===== config.mk =====
export PLATFORM = sky130hd
export DESIGN_NAME = counter_array_wide_pwm
export DESIGN_NICKNAME = d
export VERILOG_FILES = /design/src/counter_array_pkg.sv /design/src/width_pwm_channel.sv /design/src/counter_array_wide_pwm.sv
export VERILOG_INCLUDE_DIRS = /design/src
export SDC_FILE = /design/constraint.sdc
export NUM_CORES = 1
export LEC_CHECK = 0
export BUFFER_PORTS_ARGS = -buffer_cell sky130_fd_sc_hd__clkbuf_2
export CAP_MARGIN = 20
export CORE_MARGIN = 4
export CORE_UTILIZATION = 33
export DETAILED_ROUTE_END_ITERATION = 6
export GPL_TIMING_DRIVEN = 0
export SYNTH_ARGS = -nofsm -noshare
export SYNTH_HDL_FRONTEND = slang
export SYNTH_SLANG_ARGS = --single-unit

===== constraint.sdc =====
create_clock -name clk -period 4.6 [get_ports clk]
set_input_delay 0.69 -clock clk [delete_from_list [all_inputs] [get_ports clk]]
set_output_delay 0.69 -clock clk [all_outputs]
set_load 0.05 [all_outputs]

===== src/counter_array_defines.svh =====
// constants for the counter array: register offsets, field positions, reset values, divider counts
`ifndef COUNTER_ARRAY_DEFINES_SVH
`define COUNTER_ARRAY_DEFINES_SVH

// ****************************************
// register offsets
// ****************************************
`define CA_ADDR_MODE 8'hED
`define CA_ADDR_CONTROL 8'hD8
`define CA_ADDR_CYCLE 8'hD9
`define CA_ADDR_MODULE_MODE 8'hDA
`define CA_ADDR_COMPARE 8'hE0

// ****************************************
// field positions
// ****************************************
`define CA_MODE_IDLE_BIT 7
`define CA_MODE_TB_HI 3
`define CA_MODE_TB_LO 1
`define CA_MODE_IRQ_BIT 0
`define CA_MODE_WRITE_MASK 8'h8F
`define CA_CTRL_OVF_BIT 7
`define CA_CTRL_RUN_BIT 6
`define CA_CYC_RELOAD_BIT 7
`define CA_CYC_OVF_BIT 5
`define CA_CYC_LEN_HI 1
`define CA_CYC_LEN_LO 0
`define CA_MM_COMPARE_BIT 6
`define CA_MM_MATCH_BIT 3
`define CA_MM_WIDTH_BIT 1

// ****************************************
// reset values
// ****************************************
`define CA_RESET_BYTE 8'h00
`define CA_RESET_WORD 16'h0000

// ****************************************
// timebase divider counts
// ****************************************
`define CA_DIV12_COUNT 4'hB
`define CA_DIV4_COUNT 2'h3
`define CA_EXT_DIV_COUNT 3'h7

`endif


===== src/counter_array_pkg.sv =====
// types shared by the counter array files
package counter_array_pkg;

    // timebase sources in field order; codes 6 and 7 are reserved
    typedef enum logic [2:0] {
        tb_div12,
        tb_div4,
        tb_timer0,
        tb_ext_edge,
        tb_system_clock,
        tb_ext_div8
    } timebase_t;

    // cycle lengths in field order
    typedef enum logic [1:0] {
        len_8,
        len_9,
        len_10,
        len_11
    } cycle_len_t;

endpackage : counter_array_pkg


===== src/width_pwm_channel.sv =====
// one compare module of the counter array: compare, reload, mode bits and output pin
`timescale 1ns/1ns
`default_nettype none
`include "counter_array_defines.svh"

module width_pwm_channel
    import counter_array_pkg::*;
#(
    parameter int CW = 11
)
(
    input wire logic clk,
    input wire logic reset,
    input wire logic ce,
    input wire logic tick,
    input wire logic cycle_wrap,
    input wire logic wide_mode,
    input wire logic [CW-1:0] next_low,
    input wire logic [CW-1:0] len_mask,
    input wire logic reload_access_select,
    input wire logic wr_low,
    input wire logic wr_high,
    input wire logic wr_mode,
    input wire logic flag_clear,
    input wire logic [7:0] wdata,
    output logic [15:0] compare_value,
    output logic [15:0] reload_value,
    output logic [7:0] mode_byte,
    output logic module_event_flag,
    output logic module_output_pin
);

    logic comparator_enable, width_mode_enable, match_flag_enable;
    logic next_comparator_enable, next_width_mode_enable, next_match_flag_enable;
    logic [15:0] next_compare_value, next_reload_value;
    logic next_event_flag, next_pin;
    logic active, match;

    // ****************************************
    // next state
    // ****************************************
    assign active = comparator_enable && width_mode_enable && wide_mode;
    assign match = tick && (next_low == (compare_value[CW-1:0] & len_mask));

    always_comb
    begin
        next_comparator_enable = comparator_enable;
        next_width_mode_enable = width_mode_enable;
        next_match_flag_enable = match_flag_enable;
        next_compare_value = compare_value;
        next_reload_value = reload_value;
        next_event_flag = module_event_flag;
        next_pin = module_output_pin;
        if (wr_mode)
        begin
            next_comparator_enable = wdata[`CA_MM_COMPARE_BIT];
            next_width_mode_enable = wdata[`CA_MM_WIDTH_BIT];
            next_match_flag_enable = wdata[`CA_MM_MATCH_BIT];
        end
        // byte writes steer to reload or compare
        if (wr_low)
        begin
            if (reload_access_select)
                next_reload_value[7:0] = wdata;
            else
                next_compare_value[7:0] = wdata;
            next_comparator_enable = 1'b0;
        end
        if (wr_high)
        begin
            if (reload_access_select)
                next_reload_value[15:8] = wdata;
            else
                next_compare_value[15:8] = wdata;
            next_comparator_enable = 1'b1;
        end
        // wrap first so a zero compare still gives a full high cycle
        if (cycle_wrap && wide_mode)
        begin
            next_pin = 1'b0;
            next_compare_value = reload_value;
        end
        if (active && match)
            next_pin = 1'b1;
        if (!active)
            next_pin = 1'b0;
        // set wins over a software clear in the same cycle
        if (flag_clear)
            next_event_flag = 1'b0;
        if (active && match && match_flag_enable)
            next_event_flag = 1'b1;
    end

    assign mode_byte = {1'b0, comparator_enable, 2'b00, match_flag_enable, 1'b0, width_mode_enable, 1'b0};

    // ****************************************
    // registers
    // ****************************************
    always_ff @(posedge clk or posedge reset)
    begin
        if (reset)
        begin
            comparator_enable <= 1'b0;
            width_mode_enable <= 1'b0;
            match_flag_enable <= 1'b0;
            compare_value <= `CA_RESET_WORD;
            reload_value <= `CA_RESET_WORD;
            module_event_flag <= 1'b0;
            module_output_pin <= 1'b0;
        end
        else if (ce)
        begin
            comparator_enable <= next_comparator_enable;
            width_mode_enable <= next_width_mode_enable;
            match_flag_enable <= next_match_flag_enable;
            compare_value <= next_compare_value;
            reload_value <= next_reload_value;
            module_event_flag <= next_event_flag;
            module_output_pin <= next_pin;
        end
    end

endmodule : width_pwm_channel
`default_nettype wire


===== src/counter_array_wide_pwm.sv =====
// counter array top: register port, timebase, free-running counter and wide pwm modules
//
// Summary of operation
// reload register shares compare byte addresses
// reload select steers compare byte accesses
// output rises on low N bits match
// output falls on overflow out of bit N
// overflow sets flag, copies reload to compare
// wide mode needs enables and non-8-bit length
// match flag enable sets event flag
// overflow every 512, 1024, 2048 ticks
// low write clears, high write sets enable
// software writes low byte before high byte
// high fraction is (2^N - compare)/2^N
// comparator disabled keeps output low
// idle suspend halts counting in idle
// three-bit field selects counter timebase
// external input no faster than system_clock/4
// overflow enable gates interrupt request
// unused mode bits read zero
// counter increments per tick, compares low bits
`timescale 1ns/1ns
`default_nettype none
`include "counter_array_defines.svh"

module counter_array_wide_pwm
    import counter_array_pkg::*;
#(
    parameter int NUM_MODULES = 3,
    parameter int CW = 11
)
(
    input wire logic clk,
    input wire logic reset,
    input wire logic ce,
    input wire logic [7:0] sfr_addr,
    input wire logic sfr_wr,
    input wire logic sfr_rd,
    input wire logic [7:0] sfr_wdata,
    output logic [7:0] sfr_rdata,
    input wire logic cpu_idle,
    input wire logic timer0_overflow,
    input wire logic external_count_input,
    input wire logic external_clock,
    output logic irq,
    output logic [NUM_MODULES-1:0] module_output_pin
);

    // ****************************************
    // mode, control and cycle registers
    // ****************************************
    logic idle_suspend, overflow_irq_enable, counter_run, counter_overflow_flag;
    logic reload_access_select, cycle_overflow_flag;
    logic [2:0] timebase_select;
    logic [1:0] cycle_length_select;
    logic next_idle_suspend, next_overflow_irq_enable, next_counter_run, next_counter_overflow_flag;
    logic next_reload_access_select, next_cycle_overflow_flag;
    logic [2:0] next_timebase_select;
    logic [1:0] next_cycle_length_select;
    logic wr_mode_reg, wr_ctrl, wr_cycle;
    logic tick, cycle_wrap, counter_wrap;

    // register write decodes
    assign wr_mode_reg = sfr_wr && (sfr_addr == `CA_ADDR_MODE);
    assign wr_ctrl = sfr_wr && (sfr_addr == `CA_ADDR_CONTROL);
    assign wr_cycle = sfr_wr && (sfr_addr == `CA_ADDR_CYCLE);

    // flags: writing zero clears, hardware set wins the same cycle
    always_comb
    begin
        next_idle_suspend = idle_suspend;
        next_timebase_select = timebase_select;
        next_overflow_irq_enable = overflow_irq_enable;
        next_counter_run = counter_run;
        next_counter_overflow_flag = counter_overflow_flag;
        next_reload_access_select = reload_access_select;
        next_cycle_overflow_flag = cycle_overflow_flag;
        next_cycle_length_select = cycle_length_select;
        if (wr_mode_reg)
        begin
            // bits 6:4 are not stored
            next_idle_suspend = sfr_wdata[`CA_MODE_IDLE_BIT];
            next_timebase_select = sfr_wdata[`CA_MODE_TB_HI:`CA_MODE_TB_LO];
            next_overflow_irq_enable = sfr_wdata[`CA_MODE_IRQ_BIT];
        end
        if (wr_ctrl)
        begin
            next_counter_run = sfr_wdata[`CA_CTRL_RUN_BIT];
            next_counter_overflow_flag = counter_overflow_flag & sfr_wdata[`CA_CTRL_OVF_BIT];
        end
        if (wr_cycle)
        begin
            next_reload_access_select = sfr_wdata[`CA_CYC_RELOAD_BIT];
            next_cycle_overflow_flag = cycle_overflow_flag & sfr_wdata[`CA_CYC_OVF_BIT];
            next_cycle_length_select = sfr_wdata[`CA_CYC_LEN_HI:`CA_CYC_LEN_LO];
        end
        if (counter_wrap)
            next_counter_overflow_flag = 1'b1;
        if (cycle_wrap)
            next_cycle_overflow_flag = 1'b1;
    end

    // register bank; every flop holds while ce is low
    always_ff @(posedge clk or posedge reset)
    begin
        if (reset)
        begin
            idle_suspend <= 1'b0;
            timebase_select <= 3'h0;
            overflow_irq_enable <= 1'b0;
            counter_run <= 1'b0;
            counter_overflow_flag <= 1'b0;
            reload_access_select <= 1'b0;
            cycle_overflow_flag <= 1'b0;
            cycle_length_select <= 2'h0;
        end
        else if (ce)
        begin
            idle_suspend <= next_idle_suspend;
            timebase_select <= next_timebase_select;
            overflow_irq_enable <= next_overflow_irq_enable;
            counter_run <= next_counter_run;
            counter_overflow_flag <= next_counter_overflow_flag;
            reload_access_select <= next_reload_access_select;
            cycle_overflow_flag <= next_cycle_overflow_flag;
            cycle_length_select <= next_cycle_length_select;
        end
    end

    // ****************************************
    // timebase
    // ****************************************
    logic [3:0] div12, next_div12;
    logic [1:0] div4, next_div4;
    logic [2:0] ext_div, next_ext_div;
    logic eci_prev, ext_prev, base_event, suspended;
    logic eci_fall, ext_rise;
    timebase_t tb;

    // edge detects and the idle suspend qualifier
    // after reset a low external count input gives one false falling edge;
    // it only counts if the external edge source is selected
    assign tb = timebase_t'(timebase_select);
    assign eci_fall = eci_prev && !external_count_input;
    assign ext_rise = !ext_prev && external_clock;
    assign suspended = idle_suspend && cpu_idle;

    // prescalers run freely so the first tick after a switch is never late by more than one period
    always_comb
    begin
        next_div12 = (div12 == `CA_DIV12_COUNT) ? 4'h0 : div12 + 4'h1;
        next_div4 = div4 + 2'h1;
        next_ext_div = ext_rise ? ext_div + 3'h1 : ext_div;
        base_event = 1'b0;
        unique case (tb)
            tb_div12: base_event = (div12 == `CA_DIV12_COUNT);
            tb_div4: base_event = (div4 == `CA_DIV4_COUNT);
            tb_timer0: base_event = timer0_overflow;
            tb_ext_edge: base_event = eci_fall;
            tb_system_clock: base_event = 1'b1;
            tb_ext_div8: base_event = ext_rise && (ext_div == `CA_EXT_DIV_COUNT);
            default: base_event = 1'b0; // reserved codes do not count
        endcase
    end

    // run control and idle gate every counted event
    assign tick = base_event && counter_run && !suspended;

    // prescalers and edge history, frozen with ce
    always_ff @(posedge clk or posedge reset)
    begin
        if (reset)
        begin
            div12 <= 4'h0;
            div4 <= 2'h0;
            ext_div <= 3'h0;
            eci_prev <= 1'b1;
            ext_prev <= 1'b0;
        end
        else if (ce)
        begin
            div12 <= next_div12;
            div4 <= next_div4;
            ext_div <= next_ext_div;
            eci_prev <= external_count_input;
            ext_prev <= external_clock;
        end
    end

    // ****************************************
    // counter and cycle wrap
    // ****************************************
    logic [15:0] counter_value, next_counter_value;
    logic [CW-1:0] len_mask, next_low;
    logic wide_mode;

    // mask of the N counted bits for the selected length
    always_comb
    begin
        unique case (cycle_length_select)
            len_8: len_mask = 11'h0FF;
            len_9: len_mask = 11'h1FF;
            len_10: len_mask = 11'h3FF;
            len_11: len_mask = 11'h7FF;
        endcase
    end

    // wrap is decoded from the value before the tick,
    // so pins fall on the same edge the low bits roll to zero
    assign wide_mode = (cycle_length_select != len_8);
    assign next_counter_value = tick ? counter_value + 16'h0001 : counter_value;
    assign next_low = next_counter_value[CW-1:0] & len_mask;
    assign cycle_wrap = tick && wide_mode && ((counter_value[CW-1:0] & len_mask) == len_mask);
    assign counter_wrap = tick && (counter_value == 16'hFFFF);

    // full 16-bit count; the modules see only the low N bits
    always_ff @(posedge clk or posedge reset)
    begin
        if (reset)
            counter_value <= `CA_RESET_WORD;
        else if (ce)
            counter_value <= next_counter_value;
    end

    // ****************************************
    // compare modules
    // ****************************************
    logic [15:0] mod_compare [NUM_MODULES];
    logic [15:0] mod_reload [NUM_MODULES];
    logic [7:0] mod_mode [NUM_MODULES];
    logic [NUM_MODULES-1:0] mod_flag;

    // one instance per module, each decoding its own byte addresses;
    // compare bits above N are ignored by the match
    for (genvar i = 0; i < NUM_MODULES; i++)
    begin : g_mod
        width_pwm_channel #(.CW(CW)) u_channel (
            .clk(clk),
            .reset(reset),
            .ce(ce),
            .tick(tick),
            .cycle_wrap(cycle_wrap),
            .wide_mode(wide_mode),
            .next_low(next_low),
            .len_mask(len_mask),
            .reload_access_select(reload_access_select),
            .wr_low(sfr_wr && (sfr_addr == `CA_ADDR_COMPARE + 8'(2 * i))),
            .wr_high(sfr_wr && (sfr_addr == `CA_ADDR_COMPARE + 8'(2 * i + 1))),
            .wr_mode(sfr_wr && (sfr_addr == `CA_ADDR_MODULE_MODE + 8'(i))),
            .flag_clear(wr_ctrl && !sfr_wdata[i]),
            .wdata(sfr_wdata),
            .compare_value(mod_compare[i]),
            .reload_value(mod_reload[i]),
            .mode_byte(mod_mode[i]),
            .module_event_flag(mod_flag[i]),
            .module_output_pin(module_output_pin[i])
        );
    end

    // ****************************************
    // read port and interrupt
    // ****************************************
    logic [7:0] next_rdata;
    logic [15:0] sel_word;

    // read mux; unmapped addresses read as zero
    always_comb
    begin
        next_rdata = `CA_RESET_BYTE;
        sel_word = `CA_RESET_WORD;
        if (sfr_addr == `CA_ADDR_MODE)
            next_rdata = {idle_suspend, 3'b000, timebase_select, overflow_irq_enable};
        else if (sfr_addr == `CA_ADDR_CONTROL)
            next_rdata = {counter_overflow_flag, counter_run, 6'(mod_flag)};
        else if (sfr_addr == `CA_ADDR_CYCLE)
            next_rdata = {reload_access_select, 1'b0, cycle_overflow_flag, 3'b000, cycle_length_select};
        for (int i = 0; i < NUM_MODULES; i++)
        begin
            sel_word = reload_access_select ? mod_reload[i] : mod_compare[i];
            if (sfr_addr == `CA_ADDR_MODULE_MODE + 8'(i))
                next_rdata = mod_mode[i] | {7'h00, mod_flag[i]};
            if (sfr_addr == `CA_ADDR_COMPARE + 8'(2 * i))
                next_rdata = sel_word[7:0];
            if (sfr_addr == `CA_ADDR_COMPARE + 8'(2 * i + 1))
                next_rdata = sel_word[15:8];
        end
    end

    // read data holds until the next read strobe;
    // irq trails its flag by one cycle to keep the output registered
    always_ff @(posedge clk or posedge reset)
    begin
        if (reset)
        begin
            sfr_rdata <= `CA_RESET_BYTE;
            irq <= 1'b0;
        end
        else if (ce)
        begin
            if (sfr_rd)
                sfr_rdata <= next_rdata;
            irq <= overflow_irq_enable && counter_overflow_flag;
        end
    end

endmodule : counter_array_wide_pwm
`default_nettype wire


==> flow_summary.ini <==
[global_route]
grt_antenna_before_repair = 1
grt_pass1_wl_mm = 42.7
track_usage = 0.195
grt_start_max_net_pins = 42
grt_pass1_vias = 6903
grt_overflow = 0

[sta]
hold_viol = 0
finalSetupViolCount = 0
tns_ps = 0
max_slew_margin = 0.266
tightestPinTransition_ps = 1090
slew_violations = 0
rsz0062_at_grt = false
worst_slack_ps = 1370
period_needed_ps = 3230
fin_skew_ps = 10.1
max_freq_ghz = 0.310
finalCritPeriodShare = 0.702

[power]
p_per_area_nw_per_um2 = 325
comb_power_share = 0.100
internal_power_uw = 2310
peakVddDrop_mv = 0.225
clkPwrFrac = 0.428
p_leak_uw = 0.00423
switchingPower_uw = 898
pwr-share-seq = 0.471
switching_share = 0.280

[setup_path]
endpoint = g_mod[2].u_channel.compare_value[0]
cp-startpoint = counter_value[1]
cpPeakStageDelay_ps = 570
worstRegToRegCells = 8
crit_chain = ha_1 > nand4_1 > a211oi_1 > and3_1 > clkbuf_1 > clkbuf_1 > a21oi_1 > o21ai_0
slowest_stage = clkbuf_1
crit_top_cell = clkbuf_1
critPathLaunchType = flip-flop
end_kind = flip-flop
cp_max_fo = 10
crit_arrival_ps = 3580
ff2ff_setup_slack_ps = 1370
crit_type = flip-flop to flip-flop
timing.rr.end = g_mod[2].u_channel.compare_value[0]
required_ps = 4950
reg2reg_from = counter_value[1]

[cells_and_area]
final_layout_size_suffix_gt1_frac = 0.191
antenna_cells = 0
fill_cells = 2474
syn_to_final_growth_pct = 14.3
final_common_cell = dfrtp_1
fin_nets = 943
mostFrequentLayoutCells = dfrtp_1, nand2_1, o21ai_0

[flow_run]
maxCapViolations = 0

[floorplanning]
ios = 37
fp.dieW_um = 170
die_area_um2 = 28800
start_util = 0.339
rows = 58
chipHeight_um = 170
coreArea_um2 = 25500

[placement]
dp_hpwl_mm = 20.7
gp_congestion = 0.951
pre_cts_slack_ps = 1220
port_buffers = 34

[drt]
wl_mm = 27.7
post_drt_wl_per_cell_um = 22.1
antenna_left = 0
drtPass1Iterations = 5
vias_per_cell = 5.58
drc = 0
vias = 7012
drt-initial-drc-count = 547

[yosys]
ys_seq_elements = 158
synth-edff-count = 0
synthCells = 856
synth_cell_types = 72
syn-cell-area_um2 = 8640
syn_area_per_cell_um2 = 10.1
async_reset_ff_frac = 1.00
syn_nets = 886
yosys_warnings = 0
ys_seq_area_frac = 0.458
ys.flop_type = dfrtp_1

[clocking]
worst_skew_pair.late_latency_ps = 440
htree_num_levels = 4
cts_tree = built
post_cts_buffers = 0
clock_sinks = 158
cts_root_buf = clkbuf_16
path_clk_slew_ps = 70
cts_buffers = 17
cts_buffer_depth = 2
hold_buffers = 0
cts_resized = 0

[outcome]
status = finished, final reports clean

[hold_path]
hold_class = input port to asynchronous set/reset pin
[per-stage QoR]
| step | power [uW] | cells | hold slack (ps) | cell area (um2) | util |
|---|---|---|---|---|---|
| 4_1_cts | 3230 | 1256 | 302 | 9880 | 0.388 |
| 6_report | 3210 | 1256 | 293 | 9880 | 0.388 |
| 3_5_place_dp | 1860 | 1224 | 460 | 9310 | 0.366 |
| 3_3_place_gp | 1840 | 1220 | 455 | 9230 | 0.362 |
| 2_1_floorplan | 1740 | 856 | 439 | 8650 | - |
| 5_1_grt | 3340 | 1256 | 320 | 9880 | 0.388 |
[synth_stat cells (8+ instances only)]
master / count / area [um2]
dfrtp_1: 157 / 3930
nand2_1: 87 / 327
inv_1: 13 / 48.8
a21oi_1: 66 / 330
o22ai_1: 12 / 75.1
buf_2: 12 / 60.1
mux2i_1: 46 / 460
xor2_1: 18 / 158
mux2_2: 74 / 833
xnor2_1: 34 / 298
nor3_1: 22 / 110
nor2b_1: 14 / 87.6
clkbuf_1: 31 / 116
o31ai_1: 8 / 60.1
o21ai_0: 78 / 390
nand3_1: 17 / 85.1
nor2_1: 34 / 128
[worst max-delay path, delay by kind of cell, from the launching register on]
kind,cells,cell delay (ps)
AO/OA/AOI/OAI,3,690
AND/OR/NAND/NOR,2,760
flip-flops,1,410
buffers and inverters,2,1030
adder cells (fa/ha/maj),1,260
[cells by family after synthesis]
logic type,Yosys count,share of synthesized area
compound gates,218,0.151
xor+xnor,58,0.0676
fa+ha+maj,5,0.00724
buf+inv,66,0.0317
flops,158,0.458
mux,120,0.150
simple gates,231,0.135
[final cells by class]
type / count / area [um2] / area share
Buffer: 53 / 225 / 0.0228
Sequential cell: 158 / 3960 / 0.400
Timing Repair Buffer: 38 / 250 / 0.0253
Tap cell: 330 / 413 / 0.0418
Multi-Input combinational cell: 632 / 4410 / 0.447
Inverter: 13 / 52.6 / 0.00532
Clock inverter: 13 / 123 / 0.0124
Clock buffer: 19 / 443 / 0.0448
[worst min-delay path by stage]
stage / startpoint / slack [ps] / to
2_1_floorplan: counter_value[14] / 440 / counter_value[14]
3_3_place_gp: counter_value[14] / 460 / counter_value[14]
3_5_place_dp: counter_value[11] / 460 / counter_value[11]
4_1_cts: reset / 300 / g_mod[0].u_channel.reload_value[6]
5_1_grt: reset / 320 / g_mod[0].u_channel.reload_value[6]
6_report: reset / 290 / g_mod[0].u_channel.reload_value[6]
[power by group through the flow]
stage / logic, uW / registers (uW) / clock network [uW]
after floorplan: 216 / 1530 / 0
after global placement: 305 / 1540 / 0
after detailed placement: 325 / 1540 / 0
after CTS: 325 / 1510 / 1400
after global routing: 356 / 1520 / 1470
final: 322 / 1510 / 1380
[state kept, by name, summed over array words and instances, names as in the netlist, 2 cells and up]
| signal | flops |
|---|---|
| div4 | 2 |
| g_mod.u_channel.reload_value | 48 |
| g_mod.u_channel.module_event_flag | 3 |
| g_mod.u_channel.module_output_pin | 3 |
| counter_value | 16 |
| div12 | 4 |
| tb | 3 |
| cycle_length_select | 2 |
| g_mod.u_channel.match_flag_enable | 3 |
| g_mod.u_channel.comparator_enable | 3 |
| g_mod.u_channel.width_mode_enable | 3 |
| g_mod.u_channel.compare_value | 48 |
| ext_div | 3 |
| sfr_rdata | 8 |
[routing by layer]
metal | vias up | global-route usage | routed length (um)
met4 | 2 | 0.0630 | 749
li1 | 3201 | - | -
met5 | - | 0 | 11
met1 | 3503 | 0.268 | 12300
met3 | 55 | 0.0509 | 2060
met2 | 251 | 0.302 | 12600
Power figures use the tool's default switching activity.
